[src/shared/dcr_regs.vh]
// register map, field positions, reset values and gain codes of the deserializer config bank
`ifndef DCR_REGS_VH
`define DCR_REGS_VH

// register offsets
`define DCR_OFS_GENERAL_CONFIG_ONE 8'h03
`define DCR_OFS_EQUALIZER_GAIN_CONTROL 8'h04
`define DCR_OFS_REMOTE_SER_ID 8'h06

// reset values
`define DCR_RST_GENERAL_CONFIG_ONE 8'hE9
`define DCR_RST_EQUALIZER_GAIN_CONTROL 8'h00
`define DCR_RST_REMOTE_SER_ID 8'h00

// general_config_one field positions
`define DCR_BIT_PARITY_CHECK_EN 7
`define DCR_BIT_CRC_GEN_EN 6
`define DCR_BIT_IO_AUTO_DETECT 5
`define DCR_BIT_IO_SUPPLY_3V3 4
`define DCR_BIT_PASS_THROUGH 3
`define DCR_BIT_AUTO_ACK 2
`define DCR_BIT_PARITY_CNT_CLEAR 1
`define DCR_BIT_SAMPLE_EDGE_SELECT 0

// remote serializer id register layout
`define DCR_BIT_FREEZE_ID 0
`define DCR_RID_MSB 7
`define DCR_RID_LSB 1
`define DCR_RID_NONE 7'h00

// manual_line_gain codes (thermometer style)
`define DCR_GAIN_CODE_0 8'h00
`define DCR_GAIN_CODE_1 8'h01
`define DCR_GAIN_CODE_2 8'h03
`define DCR_GAIN_CODE_3 8'h07
`define DCR_GAIN_CODE_4 8'h0F
`define DCR_GAIN_CODE_5 8'h1F
`define DCR_GAIN_CODE_6 8'h3F

// attenuation in tenths of a dB for each code
`define DCR_ATTEN_0 8'h00
`define DCR_ATTEN_1 8'h2D
`define DCR_ATTEN_2 8'h41
`define DCR_ATTEN_3 8'h4B
`define DCR_ATTEN_4 8'h50
`define DCR_ATTEN_5 8'h6E
`define DCR_ATTEN_6 8'h7D
`define DCR_ATTEN_INVALID 8'hFF

// read value of unmapped offsets
`define DCR_READ_UNMAPPED 8'h00

`endif

[src/core/dcr_config_eq.v]
// configuration and equalizer gain registers of the serial audio-link deserializer
//
// Function
// - bit 7 enables forward parity checker
// - bit 6 enables back-channel CRC generation
// - bit 5 enables io supply auto-detect
// - bit 4 picks 3.3V or 1.8V io
// - bit 3 gates i2c pass-through forwarding
// - auto-acked writes retarget to remote id
// - bit 1 clears parity counters, self-clears
// - bit 0 picks sample clock edge
// - manual gain used when adaptive bypassed
// - gain codes are thermometer attenuation steps
// - remote id auto-loads after lock unless frozen
`timescale 1ns/10ps
`default_nettype none
`include "dcr_regs.vh"

module dcr_config_eq #(
	parameter AW = 8, // register offset width
	parameter DW = 8 // register data width
) (
	// clock and reset
	input wire i_sys_clk,
	input wire i_rst,
	// register access from the i2c target or the control channel
	input wire [AW-1:0] i_reg_addr,
	input wire [DW-1:0] i_reg_wdata,
	input wire i_reg_wr,
	input wire i_reg_rd,
	output reg [DW-1:0] o_reg_rdata,
	output reg o_reg_rvalid,
	// link status and forward-channel id
	input wire i_rx_lock,
	input wire [6:0] i_fwd_ser_id,
	input wire i_fwd_ser_id_valid,
	// equalizer
	input wire i_aeq_bypass,
	input wire [DW-1:0] i_adaptive_gain,
	output reg [DW-1:0] o_line_gain,
	output reg [DW-1:0] o_manual_atten_tenths,
	// remote write handling from the local i2c target
	input wire i_rmt_wr_req,
	input wire i_rmt_ack,
	output reg o_local_ack,
	output reg o_local_nak,
	output reg o_fwd_req,
	output reg [6:0] o_fwd_dev,
	// configuration levels to the datapaths
	output reg o_parity_check_en,
	output reg o_crc_gen_en,
	output reg o_io_auto_detect,
	output reg o_io_supply_3v3,
	output reg o_pass_through_en,
	output reg o_sample_edge_rising,
	output reg o_parity_cnt_clear,
	output reg o_rx_locked
);

	// remote write states
	localparam ST_IDLE = 2'h0; // no remote write in flight
	localparam ST_WAIT = 2'h1; // forwarded, waiting for the remote acknowledge
	localparam ST_POST = 2'h2; // acknowledged early, remote answer still due
	// the fourth code is never entered; the default branch steers it back to idle

	// register storage
	reg [DW-1:0] general_config_one; // config bits, parity clear bit self-clears
	reg [DW-1:0] equalizer_gain_control; // manual_line_gain
	reg [DW-1:0] remote_ser_id; // id in 7:1, freeze in 0
	reg [1:0] state; // remote write state
	reg [1:0] next_state; // its next value
	reg [DW-1:0] next_rdata; // read mux
	reg [DW-1:0] next_atten; // decoded attenuation
	wire rx_lock_s; // lock level after the synchroniser
	wire aeq_bypass_s; // bypass level after the synchroniser
	wire wr_cfg; // write strobe for general_config_one
	wire wr_eq; // write strobe for equalizer_gain_control
	wire wr_rid; // write strobe for remote_ser_id
	wire rid_usable; // remote id set and pass-through on
	wire auto_ack; // auto-acknowledge bit

	// lock and bypass come from the analog front end, another domain
	// both share one two-stage synchroniser; they are unrelated, so skew between them is harmless
	dcr_sync2 #(
		.WIDTH(2)
	) u_sync (
		.i_sys_clk(i_sys_clk),
		.i_rst(i_rst),
		.i_async({i_rx_lock, i_aeq_bypass}),
		.o_sync({rx_lock_s, aeq_bypass_s})
	);

	// address decode
	// only offsets in the map are decoded; any other write is dropped
	assign wr_cfg = i_reg_wr && (i_reg_addr == `DCR_OFS_GENERAL_CONFIG_ONE);
	assign wr_eq = i_reg_wr && (i_reg_addr == `DCR_OFS_EQUALIZER_GAIN_CONTROL);
	assign wr_rid = i_reg_wr && (i_reg_addr == `DCR_OFS_REMOTE_SER_ID);

	// a zero id disables remote access, so no forward happens then
	assign rid_usable = general_config_one[`DCR_BIT_PASS_THROUGH] &&
		(remote_ser_id[`DCR_RID_MSB:`DCR_RID_LSB] != `DCR_RID_NONE);
	assign auto_ack = general_config_one[`DCR_BIT_AUTO_ACK];

	// general_config_one: plain storage except the self-clearing clear bit
	always @(posedge i_sys_clk) begin
		if (i_rst) begin
			// reset value enables parity, crc, auto-detect, pass-through and rising edge
			general_config_one <= `DCR_RST_GENERAL_CONFIG_ONE;
		end else if (wr_cfg) begin
			// full byte write; setting bit 1 again here restarts the clear
			general_config_one <= i_reg_wdata;
		end else begin
			// clear pulse goes out this cycle, so the bit drops and reads zero after it
			general_config_one[`DCR_BIT_PARITY_CNT_CLEAR] <= 1'b0;
		end
	end

	// clear pulse to the parity error counters, one cycle per write of one
	// the write cycle itself is masked, so a rewrite of one still gives a single pulse
	always @(posedge i_sys_clk) begin
		if (i_rst) begin
			o_parity_cnt_clear <= 1'b0;
		end else begin
			o_parity_cnt_clear <= general_config_one[`DCR_BIT_PARITY_CNT_CLEAR] && !wr_cfg;
		end
	end

	// equalizer gain register
	always @(posedge i_sys_clk) begin
		if (i_rst) begin
			equalizer_gain_control <= `DCR_RST_EQUALIZER_GAIN_CONTROL;
		end else if (wr_eq) begin
			// any byte is stored; codes off the ladder are only flagged by the decoder
			equalizer_gain_control <= i_reg_wdata;
		end
	end

	// remote id: software write wins over the auto-load so a frozen write sticks
	always @(posedge i_sys_clk) begin
		if (i_rst) begin
			// zero id keeps forwarding off until the link supplies one
			remote_ser_id <= `DCR_RST_REMOTE_SER_ID;
		end else if (wr_rid) begin
			// the freeze bit is written together with the id
			remote_ser_id <= i_reg_wdata;
		end else if (rx_lock_s && i_fwd_ser_id_valid && !remote_ser_id[`DCR_BIT_FREEZE_ID]) begin
			// forward channel supplies the id once locked
			remote_ser_id[`DCR_RID_MSB:`DCR_RID_LSB] <= i_fwd_ser_id;
		end
	end

	// configuration levels, each straight from a flop
	always @(posedge i_sys_clk) begin
		if (i_rst) begin
			// levels stay low in reset; register reset values show one edge after release
			o_parity_check_en <= 1'b0;
			o_crc_gen_en <= 1'b0;
			o_io_auto_detect <= 1'b0;
			o_io_supply_3v3 <= 1'b0;
			o_pass_through_en <= 1'b0;
			o_sample_edge_rising <= 1'b0;
			o_rx_locked <= 1'b0;
		end else begin
			// one flop of delay from each register bit to its datapath level
			o_parity_check_en <= general_config_one[`DCR_BIT_PARITY_CHECK_EN];
			o_crc_gen_en <= general_config_one[`DCR_BIT_CRC_GEN_EN];
			o_io_auto_detect <= general_config_one[`DCR_BIT_IO_AUTO_DETECT];
			o_io_supply_3v3 <= general_config_one[`DCR_BIT_IO_SUPPLY_3V3];
			o_pass_through_en <= general_config_one[`DCR_BIT_PASS_THROUGH];
			o_sample_edge_rising <= general_config_one[`DCR_BIT_SAMPLE_EDGE_SELECT];
			o_rx_locked <= rx_lock_s;
		end
	end

	// decode manual_line_gain into attenuation; codes outside the ladder are flagged
	always @* begin
		case (equalizer_gain_control)
			`DCR_GAIN_CODE_0: next_atten = `DCR_ATTEN_0;
			`DCR_GAIN_CODE_1: next_atten = `DCR_ATTEN_1;
			`DCR_GAIN_CODE_2: next_atten = `DCR_ATTEN_2;
			`DCR_GAIN_CODE_3: next_atten = `DCR_ATTEN_3;
			`DCR_GAIN_CODE_4: next_atten = `DCR_ATTEN_4;
			`DCR_GAIN_CODE_5: next_atten = `DCR_ATTEN_5;
			`DCR_GAIN_CODE_6: next_atten = `DCR_ATTEN_6;
			default: next_atten = `DCR_ATTEN_INVALID;
		endcase
	end

	// equalizer gain select: manual register only while adaptive is bypassed
	always @(posedge i_sys_clk) begin
		if (i_rst) begin
			o_line_gain <= `DCR_RST_EQUALIZER_GAIN_CONTROL;
			o_manual_atten_tenths <= `DCR_ATTEN_0;
		end else begin
			// bypass is synchronised, so a change on its pin lands three edges later
			o_line_gain <= aeq_bypass_s ? equalizer_gain_control : i_adaptive_gain;
			o_manual_atten_tenths <= next_atten;
		end
	end

	// remote write state machine
	// auto-ack is honoured even unlocked; software is trusted to set it only when locked
	always @* begin
		next_state = state;
		case (state)
			ST_IDLE: begin
				// a request is taken only here; others are ignored while one is in flight
				if (i_rmt_wr_req && rid_usable) begin
					next_state = auto_ack ? ST_POST : ST_WAIT;
				end
			end
			ST_WAIT: begin
				// a far side that never answers leaves the local master waiting here
				if (i_rmt_ack) begin
					next_state = ST_IDLE;
				end
			end
			ST_POST: begin
				// the remote answer only closes the transfer
				if (i_rmt_ack) begin
					next_state = ST_IDLE;
				end
			end
			default: begin
				// unused code returns to idle
				next_state = ST_IDLE;
			end
		endcase
	end

	// state register and remote write outputs
	always @(posedge i_sys_clk) begin
		if (i_rst) begin
			state <= ST_IDLE;
			o_local_ack <= 1'b0;
			o_local_nak <= 1'b0;
			o_fwd_req <= 1'b0;
			// forwarded address starts at the none id
			o_fwd_dev <= `DCR_RID_NONE;
		end else begin
			state <= next_state;
			o_local_ack <= 1'b0;
			o_local_nak <= 1'b0;
			o_fwd_req <= 1'b0;
			case (state)
				ST_IDLE: begin
					if (i_rmt_wr_req && rid_usable) begin
						// retarget to the stored remote id before it crosses the link
						o_fwd_req <= 1'b1;
						o_fwd_dev <= remote_ser_id[`DCR_RID_MSB:`DCR_RID_LSB];
						o_local_ack <= auto_ack;
					end else if (i_rmt_wr_req) begin
						// pass-through off or no remote id: refuse locally
						o_local_nak <= 1'b1;
					end
				end
				ST_WAIT: begin
					// without auto-ack the local master waits for the remote answer
					o_local_ack <= i_rmt_ack;
				end
				ST_POST: begin
					// already acknowledged; the remote answer is swallowed
					o_local_ack <= 1'b0;
				end
				default: begin
					o_local_ack <= 1'b0;
				end
			endcase
		end
	end

	// read mux; unmapped offsets read zero
	// the mux is combinational here and registered below, so the bus sees a flop
	always @* begin
		case (i_reg_addr)
			`DCR_OFS_GENERAL_CONFIG_ONE: next_rdata = general_config_one;
			`DCR_OFS_EQUALIZER_GAIN_CONTROL: next_rdata = equalizer_gain_control;
			`DCR_OFS_REMOTE_SER_ID: next_rdata = remote_ser_id;
			default: next_rdata = `DCR_READ_UNMAPPED;
		endcase
	end

	// registered read answer, one cycle after the strobe
	// rdata holds between reads so a slow master can still pick it up
	always @(posedge i_sys_clk) begin
		if (i_rst) begin
			o_reg_rdata <= `DCR_READ_UNMAPPED;
			o_reg_rvalid <= 1'b0;
		end else begin
			o_reg_rvalid <= i_reg_rd;
			if (i_reg_rd) begin
				o_reg_rdata <= next_rdata;
			end
		end
	end

endmodule

`default_nettype wire

[src/core/dcr_sync2.v]
// two flip-flop synchroniser for levels arriving from outside the clock domain
`timescale 1ns/10ps
`default_nettype none

module dcr_sync2 #(
	parameter WIDTH = 1
) (
	// clock and reset
	input wire i_sys_clk,
	input wire i_rst,
	// asynchronous level in
	input wire [WIDTH-1:0] i_async,
	// synchronised level out
	output reg [WIDTH-1:0] o_sync
);

	// first stage, read only by the second stage
	reg [WIDTH-1:0] meta;

	// two stages give the first one a full cycle to settle
	always @(posedge i_sys_clk) begin
		if (i_rst) begin
			meta <= {WIDTH{1'b0}};
			o_sync <= {WIDTH{1'b0}};
		end else begin
			meta <= i_async;
			o_sync <= meta;
		end
	end

endmodule

`default_nettype wire

[config.mk]
export PLATFORM = sky130hd
export DESIGN_NAME = dcr_config_eq
export DESIGN_NICKNAME = d
export VERILOG_FILES = /design/src/core/dcr_config_eq.v /design/src/core/dcr_sync2.v
export VERILOG_INCLUDE_DIRS = /design/src /design/src/shared
export SDC_FILE = /design/constraint.sdc
export NUM_CORES = 1
export LEC_CHECK = 0
export BUFFER_PORTS_ARGS = -buffer_cell sky130_fd_sc_hd__clkbuf_2
export CAP_MARGIN = 5
export CORE_UTILIZATION = 42
export CTS_CLUSTER_SIZE = 16
export DETAILED_ROUTE_END_ITERATION = 16
export HOLD_SLACK_MARGIN = 0.08
export PLACE_DENSITY = 0.66
export SYNTH_ARGS = -nofsm -noshare
export SYNTH_HDL_FRONTEND = slang
export SYNTH_SLANG_ARGS = --single-unit
[constraint.sdc]
create_clock -name i_sys_clk -period 2.35 [get_ports i_sys_clk]
set_clock_uncertainty 0.1 [all_clocks]
set_input_delay 0.705 -clock i_sys_clk [delete_from_list [all_inputs] [get_ports i_sys_clk]]
set_output_delay 0.705 -clock i_sys_clk [all_outputs]
set_load 0.005 [all_outputs]
# After elaboration in Yosys (flattened, before gate mapping)
# Index checks and enable logic that the tools add are counted.
# word_totals
regBits	73
inputBits	40
out_inout_bits	43
word_cells	72
# op_classes
n_eq_ne	13
mux	13
n_bitwise	2
reduce_logical	20
# ops
cell	n
$pmux W8 S7	1
$eq A8 B3 Y1 const B	3
$pmux W8 S3	1
$eq A8 B2 Y1 const B	2
$mux W7	2
$eq A8 B1 Y1 const B	1
$eq A8 B4 Y1 const B	1
$eq A8 B5 Y1 const B	1
$eq A8 B6 Y1 const B	1
$logic_and A1 B1 Y1	8
$logic_not A8 Y1	1
$mux W8	1
$reduce_bool A7 Y1	1
$mux W2	3
$reduce_or A2 Y1	3
$pmux W2 S2	1
$reduce_and A2 Y1	2
$mux W1	3
$reduce_or A3 Y1	1
$eq A2 B1 Y1 const B	1
$eq A2 B2 Y1 const B	1
$logic_not A1 Y1	2
$logic_not A2 Y1	1
$ne A2 B1 Y1 const B	1
4 further kinds	5

# Depth between registers and ports, before layout
# Gate-level depths: netlist of run 1.
# depth
ltp_word	5
mapped_depth	6
ltp_nobuf	5

# Cells and area by module
# A second synthesis of run 1 with hierarchy kept.
# unflattened
hier_cells	327
hier_area_um2	3135.5
# modules_own_cells
mod	instances	cells_each	area_per_inst_um2	seq_area_each_um2
dcr_config_eq	1	319	3030.4	1361.3
dcr_sync2	1	8	105.1	80.1

# Worst setup path after synthesis of run 1
# Ideal clock, no wire load.
# synth_path
kind	in2reg
startpoint	input port i_reg_addr[5]
endpoint	register remote_ser_id[0]
setup_time_ns	0.118
arrival_time_ns	1.935
t_required_ns	2.132
setup_slack_ns	0.197
stages	5
n_path_buf	2
cell_sequence	or4b_1 > buf_6 > or3_1 > buf_6 > mux2i_1
# synth_via
elab_chain_cells	2
# synth_lines
element	line	source
from (decl)	dcr_config_eq.v:27	input wire [AW-1:0] i_reg_addr,
$eq A8 B3 Y1	-	
$logic_and A1 B1 Y1	dcr_config_eq.v:97	assign wr_rid = i_reg_wr && (i_reg_addr == `DCR_OFS_REMOTE_SER_ID);
to (signal assigned)	dcr_config_eq.v:142	remote_ser_id <= `DCR_RST_REMOTE_SER_ID;
to (signal assigned)	dcr_config_eq.v:145	remote_ser_id <= i_reg_wdata;
to (signal, indexed assignment)	dcr_config_eq.v:148	remote_ser_id[`DCR_RID_MSB:`DCR_RID_LSB] <= i_fwd_ser_id;
to (decl)	dcr_config_eq.v:69	reg [DW-1:0] remote_ser_id;
# No other way between the ends.
# A chain may end at the register's enable or synchronous reset.

# Worst setup path in the final report of run 1
# layout_path
startpoint	input port i_reg_addr[7]
endpoint	register remote_ser_id[0]
# The elaborated chain is that of the path after synthesis.

==> results of run 1 <==
final cells by class:
cell class              count  area (µm²)
fillers                   649        3110
flip-flops and latches     72        1440
multi-input cells         214        1430
repair buffers             94         526
clock buffers               9         124
well taps                  96         120
clock inverters             7        96.3
inverters                   6        22.5
how the worst max path moves through the flow:
stage	slack [ps]	to	start
5_1_grt	370	o_manual_atten_tenths[1]	equalizer_gain_control[4]
2_1_floorplan	200	remote_ser_id[0]	i_reg_addr[5]
4_1_cts	430	remote_ser_id[0]	i_reg_addr[7]
3_3_place_gp	100	remote_ser_id[0]	i_reg_addr[7]
3_5_place_dp	70	remote_ser_id[0]	i_reg_addr[7]
6_report	410	remote_ser_id[0]	i_reg_addr[7]
per-stage QoR:
stage / hold WS [ps] / util / instance area (µm²)
2_1_floorplan: 314 / - / 3010
3_3_place_gp: 323 / 0.515 / 3540
3_5_place_dp: 333 / 0.515 / 3540
4_1_cts: 346 / 0.547 / 3760
5_1_grt: 360 / 0.547 / 3760
6_report: 339 / 0.547 / 3760
state kept, by name (all words and copies together), names as in the netlist, 2 cells and up:
name and cells:
equalizer_gain_control 8, general_config_one 8, o_fwd_dev 7, o_line_gain 8, o_manual_atten_tenths 7, o_reg_rdata 8
remote_ser_id 8, state 2, u_sync.meta 2, u_sync.o_sync 2
cell usage after synthesis (all sizes together) (2+ instances only):
cell type	instances	area, µm²
a21oi	10	50.1
a22oi	8	60.1
and3	2	12.5
buf	6	48.8
clkbuf	14	62.6
dfxtp	72	1440
ha	2	25.0
inv	6	22.5
mux2	8	90.1
mux2i	32	320
nand2	37	139
nand2b	2	12.5
nand3	6	30.0
nand3b	3	22.5
nor2	24	90.1
nor2b	17	106
nor3	8	62.6
nor4	2	12.5
o211ai	4	30.0
o21ai	16	80.1
o2bb2ai	2	17.5
o31ai	2	15.0
o41ai	8	77.6
or2	2	12.5
or3	2	12.5
or4	3	22.5
or4b	3	33.8
power breakdown:
part	switching, µW	internal, µW
clock network	475	597
registers	13.6	1250
logic	107	88.5
worst max-delay path, stage by stage:
cell	delay, ps
clkbuf_2	90
or4b_4	560
or3_1	530
mux2i_1	170
cell families after synthesis:
kind of cell / after synthesis / synth area share
adder cells (fa/ha/maj): 2 / 0.00833
multiplexers: 40 / 0.137
buffers and inverters: 26 / 0.0445
AND/OR/NAND/NOR: 116 / 0.204
AO/OA/AOI/OAI: 56 / 0.127
flip-flops: 72 / 0.480
metal layers:
metal  wire length (µm)  share of wire  vias up  track usage
met4                 68         0.0094        0       0.0545
li1                   -              -     1283            -
met3                398          0.055        8       0.0657
met1               3470           0.48     1183        0.265
met5                  0              0        -            0
met2               3290           0.46       78        0.328
==> flow_metrics.env, run 1 <==
export IMPL_place_hpwl_um=5290
export IMPL_power_uw=2530
export IMPL_post_cts_resized=0
export IMPL_fin_ws_ps=413
export IMPL_hold_viol=0
export IMPL_start_util=0.438
export IMPL_setup_violations=0
export IMPL_post_cts_buffers=0
export IMPL_yosysWarningCount=0
export IMPL_hold_class="reg -> reg"
export IMPL_grt_first_pass_wirelength_um=11600
export IMPL_diodes=0
export IMPL_rsz0062_at_grt="false"
export IMPL_ys_types=46
export IMPL_ios=83
export IMPL_rr_startpoint="equalizer_gain_control[4]"
export IMPL_nets=439
export IMPL_fp_dieArea_um2=7500
export IMPL_cts_buffers_inserted=9
export IMPL_cap_viol_max_count=0
export IMPL_r2r_cells=3
export IMPL_final_cell_mix="clkbuf_2 (82), dfxtp_1 (72), nand2_1 (37), mux2i_1 (32), nor2_1 (24)"
export IMPL_final_setup_tns_ps=0
export IMPL_grt_antenna_before_repair=0
export IMPL_layout_commonest_cell="clkbuf_2"
export IMPL_min_delay_start="u_sync.meta[0]"
export IMPL_path_class="in -> reg"
export IMPL_rrSetupSlack_ps=500
export IMPL_fin_cells=498
export IMPL_syn_area_um2=3010
export IMPL_synth_cells=312
export IMPL_startpoint_type="primary input"
export IMPL_synthToLayoutAreaGrowth_pct=25.1
export IMPL_p_leak_uw=0.00160
export IMPL_synth_edf_count=0
export IMPL_ys_flop_type="dfxtp_1"
export IMPL_ys_seq_area_frac=0.480
export IMPL_fin_crit_sh=0.824
export IMPL_drtAntennaViolNets=0
export IMPL_overflow=0
export IMPL_wirelength_um=7230
export IMPL_htree_levels=3
export IMPL_hold_depth=1
export IMPL_whs_endpoint="u_sync.o_sync[0]"
export IMPL_arrival_ps=2060
export IMPL_portBuffers=82
export IMPL_p_per_area_nw_per_um2=672
export IMPL_synth_area_per_cell_um2=9.63
export IMPL_cts_tree="done"
export IMPL_track_usage=0.204
export IMPL_grt_max_degree=42
export IMPL_core_area_um2=6870
export IMPL_dr_pass1_iters=4
export IMPL_dp_worst_setup_slack_ps=65.6
export IMPL_die_h_um=86.6
export IMPL_drtIter0Drc=82
export IMPL_end_kind="flip-flop"
export IMPL_slew_headroom=0.543
export IMPL_cts_hold_buf=0
export IMPL_max_vdd_ir_drop_v=0.000289
export IMPL_clkTransAtPathRegs_ps=80
export IMPL_cts_num_sinks=72
export IMPL_num_vias=2552
export IMPL_drc=0
export IMPL_dp_cells=482
export IMPL_period_needed_ps=1940
export IMPL_clockBufferDepth=2
export IMPL_syn_nets=354
export IMPL_worstMarginPinSlew_ps=684
export IMPL_required_ps=2470
export IMPL_place_congestion=0.843
export IMPL_slew_viol_final=0
export IMPL_root_buffer="clkbuf_8"
export IMPL_path_max_fanout=8
export IMPL_grt_pass1_vias=2384
export IMPL_drive_above_1_share=0.308
export IMPL_fp_dieW_um=86.6
export IMPL_clock_latency_ps=340
export IMPL_r2r_end="o_manual_atten_tenths[1]"
export IMPL_synthArstFlopShare=0
export IMPL_ys_ff_latch=72
export IMPL_via_per_inst=5.12
export IMPL_fmax_mhz=516
export IMPL_routedWlPerCell_um=14.5
export IMPL_status="completed"
export IMPL_rows=30
(Power assumes the default switching activity.)
==> inputs of run 2 (changes only) <==
clock period = 2 ns   (was 2.35 ns; I/O delays follow)
==> run 2 against run 1 <==
- sequential power grew 17%
- flip-flop and latch count is the same
- die area is the same
- first-iteration DRC count grew 74%
- worst hold slack gained 11 ps
- setup slack lost 210 ps
- sequential share of layout area shrank 0.79 points
- critical path depth grew 1
- clock power grew 5%
- wire length grew 2.7%
- non-clock buffer count grew 11
- via count grew 2.4%
- critical endpoint is now remote_ser_id[6]
- largest cell class unchanged
- highest routed layer unchanged
==> flow_metrics.env, run 2 (synthesis results as in run 1) <==
export IMPL_clock_latency_ps=340
export IMPL_slew_viol_final=0
export IMPL_clockPowerShare=0.394
export IMPL_synthToLayoutAreaGrowth_pct=27.7
export IMPL_arrival_ps=1910
export IMPL_place_hpwl_um=5530
export IMPL_post_cts_resized=0
export IMPL_clockBufferDepth=2
export IMPL_ios=83
export IMPL_end_kind="flip-flop"
export IMPL_diodes=0
export IMPL_comb_power_share=0.086
export IMPL_seq_area_um2=1440
export IMPL_path_class="in -> reg"
export IMPL_status="completed"
export IMPL_p_leak_uw=0.00165
export IMPL_cts_num_sinks=72
export IMPL_wirelength_um=7420
export IMPL_grt_first_pass_wirelength_um=12000
export IMPL_worstMarginPinSlew_ps=616
export IMPL_required_ps=2110
export IMPL_cap_viol_max_count=0
export IMPL_fin_cells=508
export IMPL_switching_share=0.233
export IMPL_slew_headroom=0.579
export IMPL_die_h_um=86.6
export IMPL_cts_hold_buf=0
export IMPL_busiest_layer="met2"
export IMPL_track_usage=0.211
export IMPL_nets=450
export IMPL_portBuffers=82
export IMPL_cellInternalPower_uw=2180
export IMPL_fp_dieArea_um2=7500
export IMPL_multi_input_area_um2=1430
export IMPL_hold_viol=0
export IMPL_setup_violations=0
export IMPL_rsz0062_at_grt="false"
export IMPL_drtIter0Drc=143
export IMPL_use_met3=0.0448
export IMPL_start_util=0.438
export IMPL_startpoint_type="primary input"
export IMPL_hold_class="reg -> reg"
export IMPL_dr_pass1_iters=4
export IMPL_p_seq_frac=0.520
export IMPL_grt_pass1_vias=2500
export IMPL_p_per_area_nw_per_um2=741
export IMPL_clkTransAtPathRegs_ps=70
export IMPL_p_sw_uw=664
export IMPL_drtAntennaViolNets=0
export IMPL_use_met1=0.270
export IMPL_via_per_inst=5.14
export IMPL_drive_above_1_share=0.323
export IMPL_num_vias=2612
export IMPL_fin_crit_sh=0.898
export IMPL_root_buffer="clkbuf_8"
export IMPL_routedWlPerCell_um=14.6
export IMPL_htree_levels=3
export IMPL_rows=30
export IMPL_overflow=0
export IMPL_core_area_um2=6870
export IMPL_fp_dieW_um=86.6
export IMPL_max_vdd_ir_drop_v=0.000370
export IMPL_fillers=677
export IMPL_final_cell_mix="clkbuf_2 (82), dfxtp_1 (72), nand2_1 (37), mux2i_1 (32), nor2_1 (24)"
export IMPL_path_max_fanout=10
export IMPL_grt_antenna_before_repair=0
export IMPL_drc=0
export IMPL_post_route_util=0.559
export IMPL_dp_cells=493
export IMPL_period_needed_ps=1800
export IMPL_place_congestion=0.845
export IMPL_layout_commonest_cell="clkbuf_2"
export IMPL_gr_usage_met2=0.343
export IMPL_post_cts_buffers=0
export IMPL_cts_buffers_inserted=9
export IMPL_fmax_mhz=557
export IMPL_cts_tree="done"
export IMPL_grt_max_degree=42
run 2: cell count changes in the layout (fill, tap and decap cells not counted):
cell,before,now
buf_12,2,4
buf_4,10,19
bufinv_16,2,1
clkbuf_1,0,2
clkbuf_8,9,10
clkinv_4,1,0
clkinvlp_4,3,1
or4b_1,2,1
or4b_4,1,2
run 2: final timing paths:
check | from | end | slack (ps) | cells after the start
max | i_reg_addr[7] | remote_ser_id[6] | 200 | 5
min | u_sync.meta[0] | u_sync.o_sync[0] | 350 | 1
max reg2reg | equalizer_gain_control[7] | o_manual_atten_tenths[1] | 210 | 3
min reg2reg | u_sync.meta[0] | u_sync.o_sync[0] | 350 | 1
run 2: through the flow:
step	area, µm²	power, µW	hold slack (ps)	setup slack, ps	TNS (ps)
final	3840	2850	349	204	0
after global routing	3840	2940	363	145	0
after CTS	3840	2870	352	215	0
after detailed placement	3650	1760	332	-139	-2140
after global placement	3650	1750	321	-109	-1540
after floorplan	3010	1640	314	-32.8	-237
run 2: layout make-up:
class,count,area share
multi-input cells,214,0.374
clock buffers,12,0.0378
clock inverters,3,0.0111
inverters,6,0.00587
flip-flops and latches,72,0.375
repair buffers,105,0.165
well taps,96,0.0313
run 2: metal layers:
metal | routed length (µm) | vias to the layer above | part of all wire
li1 | - | 1302 | -
met1 | 3440 | 1213 | 0.46
met2 | 3460 | 85 | 0.47
met3 | 412 | 12 | 0.056
met4 | 111 | 0 | 0.015
met5 | 0 | - | 0
run 2: worst max-delay path: stages:
cell and delay [ps]:
clkbuf_2 90, or4b_4 530, buf_4 200, o41ai_1 400
a21oi_1 90
run 2: power groups by stage:
stage	clock, µW	sequential (µW)	combinational, µW
4_1_cts	1140	1480	244
2_1_floorplan	0	1510	127
5_1_grt	1190	1480	270
3_3_place_gp	0	1510	240
6_report	1120	1480	243
3_5_place_dp	0	1510	242
